==> src/rbx_regs.svh <==
// What this block does
// [RULE1] a taken branch loads the incremented counter plus twice the signed offset.
// [RULE2] each conditional branch is one word, one cycle when not taken and two when taken.
// [RULE3] a taken branch decodes in Q1, reads the offset in Q2, processes in Q3, writes the counter in Q4, then idles a cycle.
// [RULE4] a branch not taken decodes, reads and processes in Q1 to Q3 and only steps the counter by one word in Q4.
// [RULE5] branch_if_zero_clear is 1110 0001 with an 8-bit signed offset.
// [RULE6] branch_if_zero_clear jumps only when the zero flag is 0 and changes no flags.
// [RULE7] branch_if_overflow_clear is 1110 0101 and jumps only when the overflow flag is 0.
// [RULE8] relative_jump_always is 1101 then 0 with an 11-bit signed offset from -1024 to 1023.
// [RULE9] relative_jump_always always adds twice its offset to the incremented counter and changes no flags.
// [RULE10] relative_jump_always always takes two cycles, the second doing nothing.
// [RULE11] set_register_bit is 1000 bbba ffffffff and forces bit b of register f to one.
// [RULE12] with a equal to 0 set_register_bit addresses the access bank and ignores the bank pointer.
// [RULE13] with a equal to 1 the address is the bank_select_pointer joined to the 8-bit address.
// [RULE14] set_register_bit is one cycle: decode Q1, read Q2, modify Q3, write Q4; the code reads and modifies in Q3 and strobes the write in the next Q1.
// [RULE15] the prefetched sequential word is discarded during the extra cycle of a taken branch.
`ifndef RBX_REGS_SVH
`define RBX_REGS_SVH
`define RBX_OP_BRC 4'he
`define RBX_CC_ZERO_CLR 4'h1
`define RBX_CC_OVF_CLR 4'h5
`define RBX_OP_JMP 5'h1a
`define RBX_OP_BSET 4'h8
`define RBX_PC_RST 21'h000000
`define RBX_PC_STEP 21'h000002
`endif

==> src/rbx_pkg.sv <==
package rbx_pkg;
    typedef enum logic [3:0] {
        RBX_Q1 = 4'h1,
        RBX_Q2 = 4'h2,
        RBX_Q3 = 4'h4,
        RBX_Q4 = 4'h8
    } rbx_q_t;
    typedef struct packed {
        logic we;
        logic [11:0] addr;
        logic [7:0] data;
    } rbx_wr_t;
endpackage

==> src/rbx_qgen.sv <==
`timescale 1ns/1ps
// quarter phase sequencer, one state per quarter
module rbx_qgen (
    input wire logic clk,
    input wire logic rst,
    output rbx_pkg::rbx_q_t q
);
    rbx_pkg::rbx_q_t q_q;
    rbx_pkg::rbx_q_t q_d;
    // next quarter
    always_comb begin
        case (q_q)
            rbx_pkg::RBX_Q1: q_d = rbx_pkg::RBX_Q2;
            rbx_pkg::RBX_Q2: q_d = rbx_pkg::RBX_Q3;
            rbx_pkg::RBX_Q3: q_d = rbx_pkg::RBX_Q4;
            default: q_d = rbx_pkg::RBX_Q1;
        endcase
    end
    // register
    always_ff @(posedge clk) begin
        if (rst) begin
            q_q <= rbx_pkg::RBX_Q1;
        end else begin
            q_q <= q_d;
        end
    end
    assign q = q_q;
endmodule // rbx_qgen

==> src/rbx_exec.sv <==
`timescale 1ns/1ps
`include "rbx_regs.svh"
////////////////////////////////////////////////////////////////////////////////
module rbx_exec (
    input wire logic MCLK,
    input wire logic SYS_RST,
    input wire logic [15:0] INSTR,
    input wire logic ZERO_FLAG,
    input wire logic OVF_FLAG,
    input wire logic [3:0] BANK_PTR,
    input wire logic [7:0] RD_DATA,
    output logic [20:0] PC,
    output logic [11:0] RD_ADDR,
    output logic RD_EN,
    output logic WR_EN,
    output logic [11:0] WR_ADDR,
    output logic [7:0] WR_DATA,
    output logic Q1_STROBE,
    output logic FLUSH
);
    rbx_pkg::rbx_q_t q;
    logic [15:0] ir_q, ir_d;
    logic [20:0] pc_q, pc_d;
    logic flush_q, flush_d;
    logic jump_q, jump_d;
    logic [7:0] mod_q, mod_d;
    logic [11:0] addr_q, addr_d;
    rbx_pkg::rbx_wr_t wr_q, wr_d;
    logic is_bz, is_bo, is_jmp, is_bset;
    logic [20:0] off2;
    logic [7:0] bit_mask;

    rbx_qgen u_qgen (
        .clk(MCLK),
        .rst(SYS_RST),
        .q(q)
    );

    ////////////////////////////////////////////////////////////////////////////
    // match of the conditional branch group against one condition code
    function automatic logic cond_branch(input logic [15:0] ir, input logic [3:0] cc);
        cond_branch = (ir[15:12] == `RBX_OP_BRC) && (ir[11:8] == cc);
    endfunction

    // doubled signed offset, sign extended to the counter width
    function automatic logic [20:0] dbl_offset(input logic [15:0] ir, input logic long_off);
        if (long_off) begin
            dbl_offset = {{9{ir[10]}}, ir[10:0], 1'b0};
        end else begin
            dbl_offset = {{12{ir[7]}}, ir[7:0], 1'b0};
        end
    endfunction

    ////////////////////////////////////////////////////////////////////////////
    // decode of the latched word
    assign is_bz = cond_branch(ir_q, `RBX_CC_ZERO_CLR); // RULE5
    assign is_bo = cond_branch(ir_q, `RBX_CC_OVF_CLR); // RULE7
    assign is_jmp = (ir_q[15:11] == `RBX_OP_JMP); // RULE8
    assign is_bset = (ir_q[15:12] == `RBX_OP_BSET); // RULE11
    // short offset for branches, long one for the jump
    assign off2 = dbl_offset(ir_q, is_jmp); // RULE1 RULE8

    // one-hot mask of the bit that a bit-set forces
    for (genvar i = 0; i < 8; i++) begin : g_mask
        assign bit_mask[i] = (ir_q[11:9] == 3'(i)); // RULE11
    end

    ////////////////////////////////////////////////////////////////////////////
    // instruction execution per quarter
    always_comb begin
        ir_d = ir_q;
        pc_d = pc_q;
        flush_d = flush_q;
        jump_d = jump_q;
        mod_d = mod_q;
        addr_d = addr_q;
        wr_d = wr_q;
        wr_d.we = 1'b0;
        case (q)
            rbx_pkg::RBX_Q1: begin
                ir_d = INSTR; // decode
                jump_d = 1'b0;
            end
            rbx_pkg::RBX_Q2: begin
                // RULE12 RULE13 bank selection for the read
                addr_d = ir_q[8] ? {BANK_PTR, ir_q[7:0]} : {4'h0, ir_q[7:0]};
            end
            rbx_pkg::RBX_Q3: begin
                if (!flush_q) begin
                    jump_d = is_jmp || (is_bz && !ZERO_FLAG) || (is_bo && !OVF_FLAG); // RULE6 RULE7 RULE9
                    mod_d = RD_DATA | bit_mask; // RULE11
                end
            end
            default: begin
                if (flush_q) begin
                    flush_d = 1'b0; // RULE15
                    pc_d = pc_q + `RBX_PC_STEP;
                end else if (jump_q) begin
                    pc_d = pc_q + `RBX_PC_STEP + off2; // RULE1 RULE3
                    flush_d = 1'b1; // RULE2 RULE10 RULE15
                end else begin
                    pc_d = pc_q + `RBX_PC_STEP; // RULE4
                    if (is_bset) begin
                        wr_d.we = 1'b1; // RULE14
                        wr_d.addr = addr_q;
                        wr_d.data = mod_q;
                    end
                end
            end
        endcase
    end
    // state registers
    always_ff @(posedge MCLK) begin
        if (SYS_RST) begin
            ir_q <= 16'h0000;
            pc_q <= `RBX_PC_RST;
            flush_q <= 1'b0;
            jump_q <= 1'b0;
            mod_q <= 8'h00;
            addr_q <= 12'h000;
            wr_q <= '0;
        end else begin
            ir_q <= ir_d;
            pc_q <= pc_d;
            flush_q <= flush_d;
            jump_q <= jump_d;
            mod_q <= mod_d;
            addr_q <= addr_d;
            wr_q <= wr_d;
        end
    end

    // outputs
    assign PC = pc_q;
    assign RD_ADDR = addr_q;
    assign RD_EN = (q == rbx_pkg::RBX_Q3) && is_bset && !flush_q;
    assign WR_EN = wr_q.we;
    assign WR_ADDR = wr_q.addr;
    assign WR_DATA = wr_q.data;
    assign Q1_STROBE = (q == rbx_pkg::RBX_Q1);
    assign FLUSH = flush_q;

    ////////////////////////////////////////////////////////////////////////////
    // checks
    // taken branch lands on the incremented counter plus twice the offset
    AST_JUMP_TARGET: assert property (@(posedge MCLK) disable iff (SYS_RST) // RULE1
        (q == rbx_pkg::RBX_Q4 && jump_q && !flush_q) |=> (pc_q == $past(pc_q) + `RBX_PC_STEP + $past(off2)))
        else $error("bad branch target");
    // idle slot lasts exactly four quarters
    AST_TAKEN_FLUSH: assert property (@(posedge MCLK) disable iff (SYS_RST) // RULE2
        (q == rbx_pkg::RBX_Q4 && jump_q && !flush_q) |=> flush_q [*4] ##1 !flush_q)
        else $error("taken branch not two cycles");
    // no read or write during the idle slot
    AST_NOP_CYCLE: assert property (@(posedge MCLK) disable iff (SYS_RST) // RULE3
        flush_q |-> !wr_q.we && !RD_EN)
        else $error("activity in idle cycle");
    // counter moves only at the end of the fourth quarter
    AST_PC_Q4_ONLY: assert property (@(posedge MCLK) disable iff (SYS_RST) // RULE3
        (q != rbx_pkg::RBX_Q4) |=> $stable(pc_q))
        else $error("counter written outside Q4");
    // exactly one quarter active at a time
    AST_Q_ONEHOT: assert property (@(posedge MCLK) disable iff (SYS_RST) // RULE3
        $onehot(q))
        else $error("quarter phase not one-hot");
    // fall-through steps one word
    AST_NOT_TAKEN: assert property (@(posedge MCLK) disable iff (SYS_RST) // RULE4
        (q == rbx_pkg::RBX_Q4 && !jump_q && !flush_q) |=> (pc_q == $past(pc_q) + `RBX_PC_STEP) && !flush_q)
        else $error("fall-through wrong");
    // branch offset is the 8-bit field doubled
    AST_BRC_OFFSET: assert property (@(posedge MCLK) disable iff (SYS_RST) // RULE5
        (is_bz || is_bo) |-> ($signed(off2) == 21'($signed(ir_q[7:0]) * 2)))
        else $error("branch offset wrong");
    // zero condition taken only on a clear flag
    AST_ZERO_COND: assert property (@(posedge MCLK) disable iff (SYS_RST) // RULE6
        (q == rbx_pkg::RBX_Q3 && is_bz && !flush_q) |=> (jump_q == !$past(ZERO_FLAG)))
        else $error("zero branch condition");
    // overflow condition taken only on a clear flag
    AST_OVF_COND: assert property (@(posedge MCLK) disable iff (SYS_RST) // RULE7
        (q == rbx_pkg::RBX_Q3 && is_bo && !flush_q) |=> (jump_q == !$past(OVF_FLAG)))
        else $error("overflow branch condition");
    // jump offset is the 11-bit field doubled
    AST_JMP_OFFSET: assert property (@(posedge MCLK) disable iff (SYS_RST) // RULE8
        is_jmp |-> ($signed(off2) == 21'($signed(ir_q[10:0]) * 2)))
        else $error("jump offset wrong");
    // jump target whatever the flags say
    AST_JMP_ANY_FLAG: assert property (@(posedge MCLK) disable iff (SYS_RST) // RULE9
        (q == rbx_pkg::RBX_Q4 && is_jmp && !flush_q) |=> (pc_q == $past(pc_q) + `RBX_PC_STEP + $past(off2)))
        else $error("jump target wrong");
    // jump always taken and always followed by an idle slot
    AST_JMP_ALWAYS: assert property (@(posedge MCLK) disable iff (SYS_RST) // RULE10
        (q == rbx_pkg::RBX_Q3 && is_jmp && !flush_q) |=> jump_q ##1 flush_q)
        else $error("jump not taken");
    // written byte has the selected bit set
    AST_BSET_BIT: assert property (@(posedge MCLK) disable iff (SYS_RST) // RULE11
        wr_q.we |-> wr_q.data[$past(ir_q[11:9], 2)] == 1'b1)
        else $error("bit not set");
    // access bank ignores the bank pointer
    AST_ACCESS_BANK: assert property (@(posedge MCLK) disable iff (SYS_RST) // RULE12
        (wr_q.we && !ir_q[8]) |-> wr_q.addr[11:8] == 4'h0)
        else $error("access bank not used");
    // banked write uses the pointer seen in Q2
    AST_BANKED: assert property (@(posedge MCLK) disable iff (SYS_RST) // RULE13
        (wr_q.we && ir_q[8]) |-> wr_q.addr == {$past(BANK_PTR, 3), ir_q[7:0]})
        else $error("banked address wrong");
    // write decided in the fourth quarter
    AST_BSET_Q4: assert property (@(posedge MCLK) disable iff (SYS_RST) // RULE14
        wr_q.we |-> $past(q) == rbx_pkg::RBX_Q4)
        else $error("write not in Q4");
    // write strobe lasts one clock
    AST_WR_PULSE: assert property (@(posedge MCLK) disable iff (SYS_RST) // RULE14
        wr_q.we |=> !wr_q.we)
        else $error("write strobe too long");
    // idle slot only steps the counter and writes nothing
    AST_FLUSH_DISCARD: assert property (@(posedge MCLK) disable iff (SYS_RST) // RULE15
        (q == rbx_pkg::RBX_Q4 && flush_q) |=> (pc_q == $past(pc_q) + `RBX_PC_STEP) && !flush_q && !wr_q.we)
        else $error("idle slot had an effect");

    ////////////////////////////////////////////////////////////////////////////
    // main scenarios reached
    COV_TAKEN: cover property (@(posedge MCLK) disable iff (SYS_RST) jump_q && is_bz ##1 flush_q);
    COV_JMP: cover property (@(posedge MCLK) disable iff (SYS_RST) jump_q && is_jmp);
    COV_BSET: cover property (@(posedge MCLK) disable iff (SYS_RST) wr_q.we && ir_q[8]);
    COV_ACCESS: cover property (@(posedge MCLK) disable iff (SYS_RST) wr_q.we && !ir_q[8]);
    COV_NOT_TAKEN: cover property (@(posedge MCLK) disable iff (SYS_RST)
        (q == rbx_pkg::RBX_Q4) && (is_bz || is_bo) && !jump_q && !flush_q);
endmodule // rbx_exec

==> config.mk <==
export PLATFORM = sky130hd
export DESIGN_NAME = rbx_exec
export DESIGN_NICKNAME = d
export VERILOG_FILES = /design/src/rbx_pkg.sv /design/src/rbx_qgen.sv /design/src/rbx_exec.sv
export VERILOG_INCLUDE_DIRS = /design/src
export SDC_FILE = /design/constraint.sdc
export NUM_CORES = 1
export LEC_CHECK = 0
export BUFFER_PORTS_ARGS = -buffer_cell sky130_fd_sc_hd__buf_2
export CAP_MARGIN = 20
export CORE_UTILIZATION = 55
export DETAILED_ROUTE_END_ITERATION = 8
export PLACE_DENSITY = 0.8
export SYNTH_ARGS = -nofsm -noshare
export SYNTH_HDL_FRONTEND = slang
export SYNTH_SLANG_ARGS = --single-unit
==> constraint.sdc <==
create_clock -name MCLK -period 4.7 [get_ports MCLK]
set_input_delay 0.235 -clock MCLK [delete_from_list [all_inputs] [get_ports MCLK]]
set_output_delay 0.235 -clock MCLK [all_outputs]
set_load 0.005 [all_outputs]
# After elaboration in Yosys (flattened, before gate mapping)
# Cells that the tools add are included.
# Widths: inputs -> output; s select.
[op_classes]
reduce_logical = 18
bitwise_logic = 4
add_sub_neg = 2
n_mux = 10
n_eq_ne = 16
[ops]
columns = ["operator", "count"]
rows = [
  ["$mux 21", 4],
  ["$add 21x2->21 const B", 1],
  ["$add 21x21->21", 1],
  ["$eq 3x3->1 const B", 4],
  ["$mux 12", 1],
  ["$pmux 4 s3", 1],
  ["$eq 4x1->1 const B", 2],
  ["$eq 4x3->1 const B", 2],
  ["$eq 4x4->1 const B", 2],
  ["$or 8x8->8", 1],
  ["$eq 3x2->1 const B", 2],
  ["$logic_and 1x1->1", 6],
  ["$reduce_or 6->1", 1],
  ["$eq 5x5->1 const B", 1],
  ["$eq 4x2->1 const B", 1],
  ["$reduce_and 2->1", 2],
  ["$reduce_and 4->1", 1],
  ["$eq 3x1->1 const B", 1],
  ["$logic_not 1->1", 3],
  ["$logic_not 3->1", 1],
  ["$mux 1", 3],
  ["$not 1->1", 3],
  ["$reduce_or 3->1", 1],
  ["$logic_or 1x1->1", 2],
  ["other kinds (3)", 3],
]
[word_totals]
ff_bits = 84
elab_cells = 60

# Depth between registers and ports, before layout
# Gate-level depths: netlist (run 1).
[logic_depth]
depth_word = 7
mapped_depth = 15

# Cells and area by module
# From an unflattened synthesis (run 1), not the netlist that was laid out.
[unflattened]
hier_cells = 624
area_unflattened_um2 = 4707.0
[modules_own_cells]
columns = ["module", "area_per_inst_um2", "n_inst", "cells_each", "seq_area_each_um2"]
rows = [
  ["rbx_exec", 4564.4, 1, 612, 1581.5],
  ["rbx_qgen", 142.6, 1, 12, 80.1],
]

# Worst setup path after synthesis (run 1)
# Ideal clock, no wire load.
[synth_timing]
path_kind = "reg-to-reg"
startpoint = "reg pc_q[3], in the netlist PC[3]"
endpoint = "reg pc_q[20], in the netlist PC[20]"
t_arrival_ps = 3429
setup_ps = 123
required_time_ps = 4577
path_slack_ps = 1147
stages_incl_launch_ff = 16
path_cell_list = "dfxtp_1 nand3_1 nor2_1 and2_1 and3_1 buf_2 nand2b_1 xnor2_1 ha_1 a21o_1 a21o_1 a21o_1 a221oi_2 mux2i_1 mux2i_1 mux2_1"
[synth_between]
elab_chain_cells = 4
[synth_rtl]
columns = ["item", "line", "text"]
rows = [
  ["start: declaration", "rbx_exec.sv:23", "logic [20:0] pc_q, pc_d;"],
  ["start signal: assignment", "rbx_exec.sv:116", "pc_q <= `RBX_PC_RST;"],
  ["start signal: assignment", "rbx_exec.sv:124", "pc_q <= pc_d;"],
  ["$add 21x2->21 (no line) *", "n/a", ""],
  ["$add 21x21->21", "rbx_exec.sv:99", "pc_d = pc_q + `RBX_PC_STEP + off2;"],
  ["$mux 21", "rbx_exec.sv:98", "end else if (jump_q) begin"],
  ["$mux 21 *", "rbx_exec.sv:95", "if (flush_q) begin"],
]
# Every way passes the cells marked *; elsewhere a longest branch is shown, timed or not.
# A chain may end at the register's enable or synchronous reset.

# Final worst setup path (run 1)
# Same ends and word-level chain as after synthesis.

==> results of run 1 <==
-- placed cells by master, fill, tap and decap left out, types with 2 or more instances in the layout --
master      n
a221oi_1    3
mux2i_1     3
a31oi_1    11
nor3_1      5
nor2_1     45
nand3_1    14
nor2b_1     4
nand2b_1    5
o22ai_1     2
nand4_1     4
nand3b_1    2
o21ai_1     9
a211oi_1   16
and3_1      6
buf_4       5
inv_2       2
dfxtp_1    83
clkbuf_8   10
buf_2      87
a21o_1      7
o21bai_1    3
a211oi_2    2
o21ai_0    10
inv_1       9
a311oi_1    6
xor2_1     14
or3_1       3
inv_6       3
xnor2_1    19
mux2_2      3
ha_1       20
and4_1      4
nand2_1   127
a21oi_1    74
-- metal layers --
layer	share of wire, %	routed length, um	vias to the layer above
met3	6.8	753	16
met1	47	5180	2025
li1	-	-	2130
met5	0	0	-
met2	45	5000	163
met4	1.3	141	0
-- layout make-up --
| cell class | instances | area, um^2 | area share (%) |
|---|---|---|---|
| inverters | 11 | 41.3 | 0.808 |
| clock buffers | 9 | 124 | 2.42 |
| well taps | 102 | 128 | 2.50 |
| flip-flops and latches | 83 | 1660 | 32.5 |
| repair buffers | 93 | 487 | 9.52 |
| multi-input cells | 442 | 2590 | 50.7 |
| clock inverters | 7 | 80.1 | 1.57 |
-- power by group --
part           internal, mW  total (mW)  switching (mW)  leakage, nW
Sequential            0.750       0.810          0.0599        0.674
Clock                 0.254       0.545           0.290        0.103
Combinational         0.171       0.445           0.275         1.42
Total                  1.18        1.80           0.625         2.20
-- stage by stage --
stage	power, mW	util, %	hold WS (ps)
finish	1.80	66.2	108
global route	1.89	66.2	100
CTS	1.80	66.0	106
detailed placement	1.26	63.3	444
global placement	1.25	63.3	439
floorplan	1.13	-	371
-- Yosys cell counts, types with 2 or more instances --
master    instances  area, um^2
a211oi_1         17         128
a21o_1            7        52.6
a21oi_1          74         370
a221oi_1          3        26.3
a311oi_1          6        52.6
a31oi_1          11        68.8
and3_1            6        37.5
and4_1            4        35.0
buf_1             3        11.3
clkbuf_1         29         109
dfxtp_1          83        1660
ha_1             20         250
inv_1             9        33.8
inv_2             2        7.51
mux2_2            3        33.8
mux2i_1           3        30.0
nand2_1         127         477
nand2b_1          5        31.3
nand3_1          14        70.1
nand3b_1          2        15.0
nand4_1           4        25.0
nor2_1           45         169
nor2b_1           4        25.0
nor3_1            5        25.0
nor4_1            2        12.5
o21ai_0          10        50.1
o21ai_1           9        45.0
o21bai_1          3        22.5
o22ai_1           2        12.5
or3_1             3        18.8
xnor2_1          19         166
xor2_1           14         123
-- flip-flops by register name (all words and copies together) (netlist names) --
| register | flops |
|---|---|
| WR_DATA | 8 |
| WR_ADDR | 12 |
| FLUSH | 1 |
| jump_q | 1 |
| WR_EN | 1 |
| RD_ADDR | 12 |
| PC | 20 |
| mod_q | 8 |
| ir_q | 16 |
| u_qgen.q | 4 |
-- cell families after synthesis --
family / count (synthesis) / synth area share (%)
AOI/OAI and AO/OA: 153 / 21.6
xor gates and xnor gates: 33 / 6.55
adders and majority gates: 21 / 6.12
buffers and inverters: 45 / 3.94
DFF: 83 / 37.6
muxes: 7 / 1.70
other: 1 / 0.0849
and+or+nand+nor: 227 / 22.3
-- how the worst max path moves through the flow --
stage                     slack [ps]                   to  cells past startpoint               start
after floorplan                 1150  PC[20]$_SDFFE_PP0N_                     15  PC[3]$_SDFFE_PP0N_
after global placement           950  PC[20]$_SDFFE_PP0N_                     14  PC[3]$_SDFFE_PP0N_
after detailed placement         750  PC[20]$_SDFFE_PP0N_                     14  PC[3]$_SDFFE_PP0N_
after CTS                        740  PC[20]$_SDFFE_PP0N_                     14  PC[3]$_SDFFE_PP0N_
after global routing             440  PC[20]$_SDFFE_PP0N_                     14  PC[3]$_SDFFE_PP0N_
final                            710  PC[20]$_SDFFE_PP0N_                     14  PC[3]$_SDFFE_PP0N_
-- worst max-delay path, cell delays in order, from the launching register on --
cell and delay (ps):
dfxtp_1 470, nand3_1 200, nor2_1 310, and2_1 210
and3_1 270, nand2b_1 200, xnor2_1 170, ha_1 350
a21o_1 190, a21o_1 170, a21o_1 200, a221oi_2 290
mux2i_1 260, mux2i_1 240, mux2_1 350
==> results.toml, run 1 <==
[clocking]
tritoncts = "done"
cts.repair.resized = 0
cts_buffers = 9
cts_buffer_depth = 2
cts_htree_levels = 3
path_clk_slew_ps = 100
post_cts.repair.setup_buffers = 0
cts_sinks = 83
clk_latency_ps = 360
ctsHoldBuffers = 0
clockRootBuffer = "clkbuf_8"

[setup_path]
reg2reg_depth = 14
critPathArrivalTime_ps = 4240
rr_startpoint = "PC[3]$_SDFFE_PP0N_"
r2r-end = "PC[20]$_SDFFE_PP0N_"
cp_data_required_time_ps = 4950
path_class = "reg2reg"
crit_fanout = 7
cp-start-kind = "flop"
critPathCaptureType = "flop"
r2r_setup_slack_ps = 710

[cells_and_area]
final_nets = 693
final_cell_area_um2 = 5110
final_cells = 747
antenna_cells = 0
drive_gt1_share_pct = 18.8
fillCellCount = 651
syn2layout_area_growth_pct = 15.8

[drt]
drtIter0Drc = 162
vias = 4334
wl_per_cell_um = 14.8
drc = 0
drt-pass1-iter-count = 5
wirelength_um = 11100
via_per_inst = 5.80
detail-route-antenna-nets = 0

[sta]
layout_min_cycle_time_ps = 3990
setup_tns_ps = 0
slew_violations = 0
setup_viol = 0
setup_slack_ps = 708
finClkSkew_ps = 16.7
relSlewSlack_pct = 36.6
fin_crit_sh_pct = 84.9
final-hold-violation-count = 0
tightestPinTransition_ps = 950
rsz0062_at_grt = "no"
maxClockFrequency_mhz = 250

[hold_path]
hp-class = "in2reg"
hold_end = "ir_q[10]$_SDFFE_PP0P_"
hp-start = "INSTR[10]"
min_path_cells = 3

[global_routing]
grtUsageMet3_pct = 5.03
antenna_found_initial = 0
grt_pass1_vias = 3816
busiest_layer = "met2"
groute.layer.met2.usage_pct = 43.5
grt_overflow_total = 0
grt_start_max_net_pins = 85
met1_usage_pct = 36.7
grt_use_total_pct = 26.9
grt_pass1_wl_um = 18200

[place]
place_inst = 730
dp_hpwl_um = 7650
place.gp.congestion = 0.903
dpl_worst_slack_ps = 751
dpl_cell_area_um2 = 4890
io_buffer_count = 87

[yosys]
ys.flop_type = "dfxtp_1"
netlist_area_um2 = 4420
synth_warnings = 0
ys_types = 54
avgSynthCellArea_um2 = 7.75
ys_ff_latch = 83
netlist_instances = 570
synthArstFlopShare_pct = 0
ys_seq_area_share_pct = 37.6
synth_edf_count = 0
synth_nets = 623

[die]
core_um2 = 7730
start_util_pct = 57.1
rows = 32
io_pins = 89
die_h_um = 91.6
dieArea_um2 = 8390
die_w_um = 91.6

[power_and_ir_drop]
cellLeakagePower_nw = 2.20
power_density_nw_per_um2 = 352
vdd_drop_max_mv = 0.206

[run]
cap_violations = 0

[run_status]
status = "finished, final reports clean"
Note: power is estimated with default switching activity, not from simulation.
==> run 2: changes to the inputs <==
- CORE_UTILIZATION: 55 -> 50
- PLACE_DENSITY: 0.8 -> 0.77
- clock period: 4.7 -> 3.24 ns (I/O delays scaled with it)
==> run 2 against run 1 <==
The flow now finishes with violations (setup timing). Via count increased by 8.3%. Critical path depth unchanged. Power grew 59%. Largest power group unchanged. Utilization rose by 3.8 points. Non-clock buffer count grew 54. Maximum frequency increased by 16%. Clock power grew 36%. Routed wire length rose by 19%. First-iteration DRC count rose by 120%. Global-route usage fell by 0.34 points. Die area is 9.8% higher. Clock-buffer cell count stayed put.
==> results.toml, run 2 (same netlist as run 1, synthesis figures left out) <==
[die]
start_util_pct = 52.7
die_w_um = 96.0
io_pins = 89
rows = 33
core_um2 = 8380
die_h_um = 96.0
dieArea_um2 = 9210

[drt]
detail-route-antenna-nets = 0
wirelength_um = 13200
drtIter0Drc = 364
drc = 0
drt-pass1-iter-count = 5
via_per_inst = 5.84
vias = 4694
wl_per_cell_um = 16.4

[cells_and_area]
largest_reg_flops = 20
fillCellCount = 655
final_cell_area_um2 = 5860
final_common_cell = "nand2_1"
mostFrequentLayoutCells = "nand2_1 (124), buf_2 (87), dfxtp_1 (79)"
final_nets = 747
antenna_cells = 0
syn2layout_area_growth_pct = 32.7
drive_gt1_share_pct = 31.3

[hold_path]
hold_end = "ir_q[1]$_SDFFE_PP0P_"
min_path_cells = 3
hp-start = "INSTR[1]"
hp-class = "in2reg"

[sta]
finClkSkew_ps = 12.7
tightestPinTransition_ps = 923
layout_min_cycle_time_ps = 3450
relSlewSlack_pct = 38.5
fin_crit_sh_pct = 107
maxClockFrequency_mhz = 290
setup_tns_ps = -587
slew_violations = 0
final-hold-violation-count = 0
setup_viol = 4
rsz0062_at_grt = "yes"
setup_slack_ps = -211

[power_and_ir_drop]
power_density_nw_per_um2 = 487
pwr-share-clk_pct = 26.0
pwr-share-seq_pct = 41.2
power_switching_mw = 1.05
swShare_pct = 36.9
cellLeakagePower_nw = 2.53
p_int_mw = 1.80
combPwrFrac_pct = 32.8
vdd_drop_max_mv = 0.258

[global_routing]
grt_use_total_pct = 26.6
grt_start_max_net_pins = 35
grt_pass1_wl_um = 18800
grt_pass1_vias = 4081
antenna_found_initial = 0
grt_overflow_total = 0

[setup_path]
cp_data_required_time_ps = 3500
cp-start-kind = "flop"
r2r_setup_slack_ps = -210
path_class = "reg2reg"
crit_fanout = 4
reg2reg_depth = 14
cp_cell_sequence = "ha_4 -> and4_4 -> nand2_4 -> xnor2_4 -> ha_4 -> a21oi_2 -> nand2_1 -> and3_4 -> a221oi_4 -> o211ai_4 -> a221oi_4 -> mux2i_1 -> mux2i_1 -> mux2_1"
max_stage_delay_ps = 390
r2r-end = "PC[20]$_SDFFE_PP0N_"
rr_startpoint = "PC[2]$_SDFFE_PP0N_"
critPathLaunch = "PC[2]$_SDFFE_PP0N_"
critPathCaptureType = "flop"
slowest_stage = "dfxtp_4"
critPathArrivalTime_ps = 3710

[place]
io_buffer_count = 87
dp_hpwl_um = 8430
dpl_cell_area_um2 = 5310
dpl_worst_slack_ps = -217
place.gp.congestion = 0.889

[clocking]
cts_buffers = 9
path_clk_slew_ps = 100
clk_latency_ps = 370
cts_sinks = 83
cts_buffer_depth = 2
cts_htree_levels = 3
clockRootBuffer = "clkbuf_8"
tritoncts = "done"

[run_status]
violations = "setup timing"
status = "complete, but fails checks"

[run]
cap_violations = 0
## run 2: cell count changes in the layout (fill, tap and decap cells not counted), sizes merged
cell	before	now
clkinvlp	1	2
buf	92	147
bufinv	1	0
clkbuf	10	9
inv	15	16
clkinv	1	0
## run 2: repair_timing
action	4_1_cts	5_1_grt
endpoints found under the setup margin	3	6
resized for setup	10	42
pin swaps	7	23
hold buffers	0	0
hold endpoints to repair	0	0
setup buffers	3	5
## run 2: critical path: cells and delay by family (launching register included)
family | cells | cell delay [ps]
adders and majority gates | 2 | 380
and+or+nand+nor | 4 | 630
xor gates and xnor gates | 1 | 190
DFF | 1 | 390
AOI/OAI and AO/OA | 4 | 920
muxes | 3 | 810
## run 2: routing by layer
| layer | global-route usage, % | routed length, um |
|---|---|---|
| met4 | 8.71 | 293 |
| met2 | 43.6 | 6330 |
| met5 | 0 | 0 |
| met1 | 34.6 | 5690 |
| met3 | 5.85 | 907 |
## run 2: power by group through the flow
stage	Sequential (mW)	Clock [mW]	Combinational, mW
finish	1.18	0.742	0.938
floorplan	1.18	0	0.481
CTS	1.17	0.748	0.829
detailed placement	1.19	0	0.791
global placement	1.19	0	0.765
global route	1.19	0.795	1.01
## run 2: through the flow
stage | instances | util [%] | hold WS (ps) | power, mW
after detailed placement | 780 | 63.4 | 416 | 1.98
final | 804 | 69.9 | 33.4 | 2.86
after global placement | 780 | 63.4 | 411 | 1.95
after floorplan | 570 | - | 298 | 1.66
after CTS | 799 | 66.5 | 27.3 | 2.75
after global routing | 804 | 69.9 | 20.1 | 2.99
## run 2: layout make-up
class	instances	area, um^2	area share [%]
well taps	105	131	2.24
multi-input cells	442	2920	49.9
inverters	11	41.3	0.705
repair buffers	147	902	15.4
flip-flops and latches	83	1670	28.6
clock inverters	7	66.3	1.13
clock buffers	9	124	2.11
## run 2: worst max path at each step
stage	end	cells after the start
global route	PC[20]$_SDFFE_PP0N_	13
CTS	PC[20]$_SDFFE_PP0N_	12
floorplan	PC[20]$_SDFFE_PP0N_	14
detailed placement	PC[20]$_SDFFE_PP0N_	14
finish	PC[20]$_SDFFE_PP0N_	14
global placement	PC[20]$_SDFFE_PP0N_	14
